`src/rtl/subsys_reset_consts.vh`:
```
// Constants for the subsystem reset pin block.
`ifndef SUBSYS_RESET_CONSTS_VH
`define SUBSYS_RESET_CONSTS_VH
`define WDOG_HOLD_CYCLES   10'h200
`define WDOG_CNT_WIDTH     10
`define COMM_VECTOR_ADDR   32'h00000004
`define CTRL_VECTOR_ADDR   22'h3FFFC0
`define CTRL_ADDR_WIDTH    22
`define SYNC_STAGES        3
`endif

```
`src/rtl/subsystem_reset_pins.v`:
```
// Reset pin handling for the digital and analog subsystems.
`timescale 1ns/100ps
`include "subsys_reset_consts.vh"

module subsystem_reset_pins (
  input  wire        clock,
  input  wire        rst_n,
  input  wire        digital_por_active,
  input  wire        analog_por_active,
  input  wire        watchdog_reset,
  input  wire        digital_subsys_reset_n_in,
  output wire        digital_subsys_reset_n_out,
  output wire        digital_subsys_reset_n_oe,
  input  wire        analog_subsys_reset_n_in,
  output wire        analog_subsys_reset_n_out,
  output wire        analog_subsys_reset_n_oe,
  output reg         digital_reset_n,
  output reg         analog_logic_reset_n,
  output reg         cpu_halt,
  output reg         vector_fetch,
  output reg  [31:0] comm_vector_addr,
  output reg  [21:0] ctrl_vector_addr,
  output reg         cpu_run
);

  // One-hot codes for the release sequence of the two processors.
  localparam [2:0] ST_HOLD  = 3'h1;
  localparam [2:0] ST_FETCH = 3'h2;
  localparam [2:0] ST_RUN   = 3'h4;

  // Position of each pin in the pin vectors.
  localparam integer N_PINS  = 2;
  localparam integer PIN_DIG = 0;
  localparam integer PIN_ANA = 1;

  wire [N_PINS-1:0]           pin_level_in;
  wire [N_PINS-1:0]           pin_low;
  wire [N_PINS-1:0]           pin_drive;
  reg  [`WDOG_CNT_WIDTH-1:0]  wdog_cnt_reg;
  reg                         wdog_drive_reg;
  wire                        wdog_hold_next;
  reg                         dig_drive_reg;
  reg                         ana_drive_reg;
  wire                        dig_reset_any;
  wire                        ana_reset_any;
  reg  [2:0]                  state_reg;
  reg  [2:0]                  state_next;

  // Stages two and three of a synchroniser agree, so the sampled level is stable.
  function stages_agree;
    input [`SYNC_STAGES-1:0] stages;
    begin
      stages_agree = (stages[`SYNC_STAGES-1] == stages[`SYNC_STAGES-2]);
    end
  endfunction

  // The watchdog counter stands at its last cycle.
  function count_done;
    input [`WDOG_CNT_WIDTH-1:0] count;
    begin
      count_done = (count == {`WDOG_CNT_WIDTH{1'b0}});
    end
  endfunction

  // The pins are open drain: the output level is always low and the enable
  // is low only while this block pulls the pin down.
  assign digital_subsys_reset_n_out = 1'b0;
  assign analog_subsys_reset_n_out  = 1'b0;
  assign pin_drive                  = {ana_drive_reg, dig_drive_reg};
  assign digital_subsys_reset_n_oe  = ~pin_drive[PIN_DIG];
  assign analog_subsys_reset_n_oe   = ~pin_drive[PIN_ANA];

  assign pin_level_in = {analog_subsys_reset_n_in, digital_subsys_reset_n_in};

  // Three-stage synchronisers; a change counts once stages two and three agree.
  // The stages reset high, the idle level of the pulled-up pins, so that the
  // release of reset never looks like a falling pin.
  genvar g;

  generate
    for (g = 0; g < N_PINS; g = g + 1) begin : pin_sync
      reg [`SYNC_STAGES-1:0] stage_reg;
      reg                    low_reg;
      always @(posedge clock) begin
        if (!rst_n) begin
          stage_reg <= {`SYNC_STAGES{1'b1}};
          low_reg   <= 1'b0;
        end else begin
          stage_reg <= {stage_reg[`SYNC_STAGES-2:0], pin_level_in[g]};
          if (stages_agree(stage_reg)) begin
            low_reg <= ~stage_reg[`SYNC_STAGES-1];
          end
        end
      end
      assign pin_low[g] = low_reg;
    end
  endgenerate

  // Watchdog pulse stretcher. A watchdog event during a running pulse restarts
  // the count, so the pin is never released early.
  always @(posedge clock) begin
    if (!rst_n) begin
      wdog_cnt_reg   <= {`WDOG_CNT_WIDTH{1'b0}};
      wdog_drive_reg <= 1'b0;
    end else if (watchdog_reset) begin
      wdog_cnt_reg   <= `WDOG_HOLD_CYCLES - 10'h001;
      wdog_drive_reg <= 1'b1;
    end else if (wdog_drive_reg) begin
      if (count_done(wdog_cnt_reg)) begin
        wdog_drive_reg <= 1'b0;
      end else begin
        wdog_cnt_reg <= wdog_cnt_reg - 10'h001;
      end
    end
  end

  // The pin drive ends together with the last counted cycle, so the pin is
  // held for exactly the watchdog count and not one cycle longer.
  assign wdog_hold_next = watchdog_reset | (wdog_drive_reg & ~count_done(wdog_cnt_reg));

  // The sampled pin level already folds in external and own drive, but the
  // sources are also ORed in directly so reset is not delayed by the synchroniser.
  assign dig_reset_any = pin_low[PIN_DIG] | digital_por_active | watchdog_reset
                         | wdog_drive_reg;
  assign ana_reset_any = pin_low[PIN_ANA] | analog_por_active;

  // Own pull on each pin; both pins are pulled while the block is in reset.
  always @(posedge clock) begin
    if (!rst_n) begin
      dig_drive_reg <= 1'b1;
      ana_drive_reg <= 1'b1;
    end else begin
      dig_drive_reg <= digital_por_active | wdog_hold_next;
      ana_drive_reg <= analog_por_active;
    end
  end

  // Internal reset lines and the halt of execution.
  always @(posedge clock) begin
    if (!rst_n) begin
      digital_reset_n      <= 1'b0;
      analog_logic_reset_n <= 1'b0;
      cpu_halt             <= 1'b1;
    end else begin
      digital_reset_n      <= ~dig_reset_any;
      analog_logic_reset_n <= ~ana_reset_any;
      cpu_halt             <= dig_reset_any;
    end
  end

  // Start vector locations are fixed; they stand on the outputs at all times.
  always @(posedge clock) begin
    if (!rst_n) begin
      comm_vector_addr <= `COMM_VECTOR_ADDR;
      ctrl_vector_addr <= `CTRL_VECTOR_ADDR;
    end else begin
      comm_vector_addr <= `COMM_VECTOR_ADDR;
      ctrl_vector_addr <= `CTRL_VECTOR_ADDR;
    end
  end

  // Release sequence state.
  always @(posedge clock) begin
    if (!rst_n) begin
      state_reg <= ST_HOLD;
    end else begin
      state_reg <= state_next;
    end
  end

  // Hold while any digital reset source is active, fetch vectors for one cycle, then run.
  always @* begin
    state_next = state_reg;
    case (state_reg)
      ST_HOLD: begin
        if (!dig_reset_any) begin
          state_next = ST_FETCH;
        end
      end
      ST_FETCH: begin
        if (dig_reset_any) begin
          state_next = ST_HOLD;
        end else begin
          state_next = ST_RUN;
        end
      end
      ST_RUN: begin
        if (dig_reset_any) begin
          state_next = ST_HOLD;
        end
      end
      default: begin
        state_next = ST_HOLD;
      end
    endcase
  end

  // One-cycle pulse on release tells the cores to load their vectors; a new
  // reset during that cycle sends the sequence back to hold.
  always @(posedge clock) begin
    if (!rst_n) begin
      vector_fetch <= 1'b0;
      cpu_run      <= 1'b0;
    end else begin
      vector_fetch <= (state_next == ST_FETCH);
      cpu_run      <= (state_next == ST_RUN);
    end
  end

endmodule // subsystem_reset_pins

```
`config.mk`:
```
export PLATFORM = sky130hd
export DESIGN_NAME = subsystem_reset_pins
export DESIGN_NICKNAME = d
export VERILOG_FILES = /design/src/rtl/subsystem_reset_pins.v
export VERILOG_INCLUDE_DIRS = /design/src /design/src/rtl
export SDC_FILE = /design/constraint.sdc
export NUM_CORES = 1
export LEC_CHECK = 0
export BUFFER_PORTS_ARGS = -buffer_cell sky130_fd_sc_hd__buf_2
export CAP_MARGIN = 20
export CORE_MARGIN = 1
export CORE_UTILIZATION = 50
export DETAILED_ROUTE_END_ITERATION = 16
export PLACE_DENSITY = 0.89
export SLEW_MARGIN = 40
export SYNTH_ARGS = -nofsm -noshare
export SYNTH_HDL_FRONTEND = slang
export SYNTH_SLANG_ARGS = --single-unit
```
`constraint.sdc`:
```
create_clock -name clock -period 4.2 [get_ports clock]
set_input_delay 0.21 -clock clock [delete_from_list [all_inputs] [get_ports clock]]
set_output_delay 0.21 -clock clock [all_outputs]
set_load 0.1 [all_outputs]
```
== Yosys cells after proc, flatten, opt, wreduce, memory -nomap -nowiden ==
Index checks and enable logic that the tools add are counted.
Widths: inputs -> output; s select.

* $add $sub $neg: 1
* Eq/ne operators: 8
* Multiplexer cells: 10
* Bitwise gates (word level): 15
* Reduce and logical (&&, ||, !) cells: 5

{| class="wikitable"
|+ Operators by type and width
! operator !! number
|-
| $mux 9 || 3
|-
| $logic_not 10->1 || 1
|-
| $sub 10x1->10 const B || 1
|-
| $mux 3 || 3
|-
| $pmux 3 s3 || 1
|-
| $not 1->1 || 8
|-
| $eq 3x2->1 const B || 2
|-
| $eq 3x3->1 const B || 2
|-
| $or 1x1->1 || 6
|-
| $reduce_and 2->1 || 2
|-
| $eq 3x1->1 const B || 1
|-
| $mux 1 || 3
|-
| $eq 1x1->1 || 2
|-
| $ne 2x2->1 const B || 1
|-
| $reduce_bool 2->1 || 1
|-
| $reduce_or 2->1 || 1
|-
| $and 1x1->1 || 1
|}

* Bits in registers: 29
* Output and inout port bits: 63
* Logic and storage cells: 54

== Logic depth before layout (Yosys ltp) ==
* Depth after elaboration: 6
* Gate-level depth with buffers: 6

== Worst setup path after synthesis ==
Ideal clock, no wire load.

* Path type: reg2reg
* Start: register wdog_cnt_reg[0]
* End: register wdog_cnt_reg[9]
* Library setup time: 123 ps
* Arrival: 1670 ps
* Path slack: 2406 ps
* Cell stages (with the launch flop): 7
* Path buffers: 0
* Period minus slack after synthesis: 1794 ps
* Path through: dfxtp_1 inv_1 ha_1 or3b_2 o21ai_1 nor4_1 mux2_1

* Longest elaborated chain between the ends: 3
* Elaborated cells on any way between the ends: 4
* Those cells by class: add/sub (1); bitwise (1); reduce/logical (2)

{| class="wikitable"
|+ Ends and longest elaborated chain
! element !! RTL line !! RTL
|-
| from (decl) || subsystem_reset_pins.v:39 || <nowiki>reg [`WDOG_CNT_WIDTH-1:0] wdog_cnt_reg;</nowiki>
|-
| from (signal assigned) || subsystem_reset_pins.v:103 || <nowiki>wdog_cnt_reg <= {`WDOG_CNT_WIDTH{1'b0}};</nowiki>
|-
| from (signal assigned) || subsystem_reset_pins.v:106 || <nowiki>wdog_cnt_reg <= `WDOG_HOLD_CYCLES - 10'h001;</nowiki>
|-
| from (signal assigned) || subsystem_reset_pins.v:112 || <nowiki>wdog_cnt_reg <= wdog_cnt_reg - 10'h001;</nowiki>
|-
| parallel branches: the longest is 3 deep, another holds $sub 10x1->10 || - ||
|}

Several ways; the timed one is not identified.
A chain may end at the register's enable or synchronous reset.

== Worst setup path after layout ==
Same ends and word-level chain as after synthesis.

==> reports/qor.yml <==
outcome: "finished, violations left"
violations: "design-rule violations"
largest_register_ffs: 10
synth_top_family_by_area: "buffers and inverters"
dpl_worst_slack_ns: 2.26
cellLeakagePower_nw: 0.716
pwr-share-comb_pct: 36.8
synthXorXnorAreaFrac_pct: 2.84
io_buffers: 13
start_util_pct: 54.5
cts_setup_buffers: 0
ys.flop_type: "dfxtp_1"
min_path_type: "primary input to flip-flop"
vias: 973
area_delta_synth_final_pct: -3.90
layout.area.seq_um2: 581
synth_seq_area_share_pct: 37.7
antenna_left: 0
yosys-mux-area-fraction_pct: 1.38
synth_edf_count: 0
die_h_um: 57.5
fin_skew_ns: 0.0102
setup_ws_ns: 2.23
dpl_cell_area_um2: 1410
cts_tree: "done"
design_area_um2: 1480
tns_ns: 0
drt-initial-drc-count: 29
synthAdderAreaFrac_pct: 1.62
power_density_nw_per_um2: 525
yosysUniqueCellTypes: 35
synthesis.area_um2: 1540
grt_pass1_wl_um: 3220
use_met1_pct: 15.9
via_per_inst: 4.44
synth_compound_area_share_pct: 10.5
fmax_ghz: 0.508
seq_power_share_pct: 38.7
clkLatencyLatePin_ns: 0.33
rsz0062_at_grt: "false"
ctsHoldBuffers: 0
busiest_layer: "met2"
routedWlPerCell_um: 9.26
min_period_ns: 1.97
intPower_mw: 0.409
rows: 19
nNetsFinal: 196
ys_ff_latch: 29
wl_um: 2030
swShare_pct: 47.3
multi_input_area_um2: 701
clockPowerShare_pct: 24.5
htreeDepth: 2
cts_resized: 0
grt_start_max_net_pins: 12
synth-simple-area-share_pct: 15.5
dp_hpwl_um: 1540
route.detailed.drc: 7
cts_made_buffers: 5
clk_pin_slew_worst_paths_ns: 0.09
n_fill_cell: 277
hold_viol: 0
peakVddDrop_mv: 0.265
n_antenna_cell: 0
antenna_found_initial: 0
critPathCaptureType: "flip-flop"
required_ns: 4.42
routabilityCongestion: 0.848
setup_viol: 0
die_area_um2: 3310
synth_warnings: 0
path_class: "flip-flop to flip-flop"
core_um2: 2830
ios: 70
cap_violations: 0
layout-drive-gt1-share_pct: 12.8
grt_util_met3_pct: 7.26
crit_arrival_ns: 2.19
p_switching_mw: 0.368
fin_crit_sh_pct: 46.9
drt-pass1-iter-count: 10
synthArstFlopShare_pct: 0
synth_area_per_cell_um2: 8.91
grt.overflow.total: 0
cts_sinks: 29
cts_max_path_buffers: 2
dieWidth_um: 57.5
synth_cells: 173
use_met2_pct: 19.8
first_global_vias: 748
cts-root-buf: "clkbuf_4"
grtUsageTotal_pct: 13.2
cp-start-kind: "flip-flop"
slew_violations: 0
cp_max_fo: 6
-- cells in the mapped netlist (2+ instances only) --
cell type | number | area [um^2]
nand2b_1 | 8 | 50.1
o21ai_0 | 3 | 15.0
or4_1 | 3 | 22.5
nor4b_1 | 2 | 17.5
o31ai_1 | 2 | 15.0
dfxtp_1 | 29 | 581
buf_4 | 56 | 420
inv_1 | 6 | 22.5
nor3_1 | 3 | 15.0
a31oi_1 | 3 | 18.8
conb_1 | 2 | 7.51
o21a_1 | 2 | 15.0
nor4_1 | 2 | 12.5
a21oi_1 | 10 | 50.1
xnor2_1 | 4 | 35.0
nand2_1 | 6 | 22.5
or3_1 | 2 | 12.5
ha_1 | 2 | 25.0
clkbuf_1 | 3 | 11.3
nor2_1 | 10 | 37.5
-- cells in the final DEF, fill, tap and decap left out, types with 2 or more instances in the layout --
cell type	netlist	layout
a21oi_1	10	10
a31oi_1	3	3
buf_2	1	13
clkbuf_4	0	5
clkbuf_8	0	2
conb_1	2	56
dfxtp_1	29	29
ha_1	2	2
inv_1	6	6
nand2_1	6	6
nand2b_1	8	8
nor2_1	10	10
nor3_1	3	3
nor4_1	2	2
nor4b_1	2	2
o21a_1	2	2
o21ai_0	3	3
o31ai_1	2	2
or3_1	2	2
or4_1	3	3
xnor2_1	4	4
-- metrics by stage --
| stage | power (mW) | hold WS, ns | util, % | cells |
|---|---|---|---|---|
| 6_report | 0.777 | 0.0577 | 52.4 | 219 |
| 5_1_grt | 0.806 | 0.0634 | 52.4 | 219 |
| 3_3_place_gp | 0.590 | 0.390 | 49.9 | 211 |
| 3_5_place_dp | 0.592 | 0.394 | 49.9 | 211 |
| 2_1_floorplan | 0.619 | 0.311 | - | 227 |
| 4_1_cts | 0.783 | 0.0476 | 52.4 | 219 |
-- kinds of logic (layout without fill, tap and decap cells) --
family          count (synthesis)  after routing
compound gates                 24             24
xor+xnor                        5              5
fa+ha+maj                       2              2
flops                          29             29
other cells                     2             56
mux                             2              2
buf+inv                        67             28
simple gates                   42             42
-- power groups by stage --
stage          sequential [mW]  clock (mW)  combinational (mW)
6_report                 0.301       0.190               0.286
4_1_cts                  0.301       0.197               0.285
3_5_place_dp             0.307           0               0.285
2_1_floorplan            0.315           0               0.304
5_1_grt                  0.303       0.208               0.295
3_3_place_gp             0.306           0               0.284
-- critical path, cell delays in order, from the launching register on --
cell and delay (ns):
dfxtp_1 0.31, inv_1 0.11, ha_1 0.17, or3b_2 0.51, o21ai_1 0.36, nor4_1 0.10, mux2_1 0.32
-- worst paths after layout --
| kind | end | slack [ns] | startpoint | depth (start not counted) |
|---|---|---|---|---|
| worst max-delay path | wdog_cnt_reg[9] | 2.23 | wdog_cnt_reg[0] | 6 |
| worst min-delay path | pin_sync[1].stage_reg[0] | 0.06 | analog_subsys_reset_n_in | 2 |
| worst max register to register | wdog_cnt_reg[9] | 2.23 | wdog_cnt_reg[0] | 6 |
| worst min register to register | pin_sync[1].stage_reg[1] | 0.42 | pin_sync[1].stage_reg[0] | 1 |
-- final cells by class --
| type | count | area share, % |
|---|---|---|
| clock inverter | 1 | 0.338 |
| tap | 31 | 2.62 |
| inverter | 7 | 1.77 |
| timing repair buffer | 13 | 4.39 |
| sequential | 29 | 39.2 |
| clock buffer | 7 | 4.39 |
| multi-input combinational | 131 | 47.3 |
-- layer usage --
layer  vias to the layer above  wire length [um]  part of all wire, %
met3                         4               199                  9.8
met2                        56               932                   46
met5                         -                 0                    0
li1                        491                 -                    -
met4                         0                24                  1.2
met1                       422               873                   43
(Power assumes the default switching activity.)
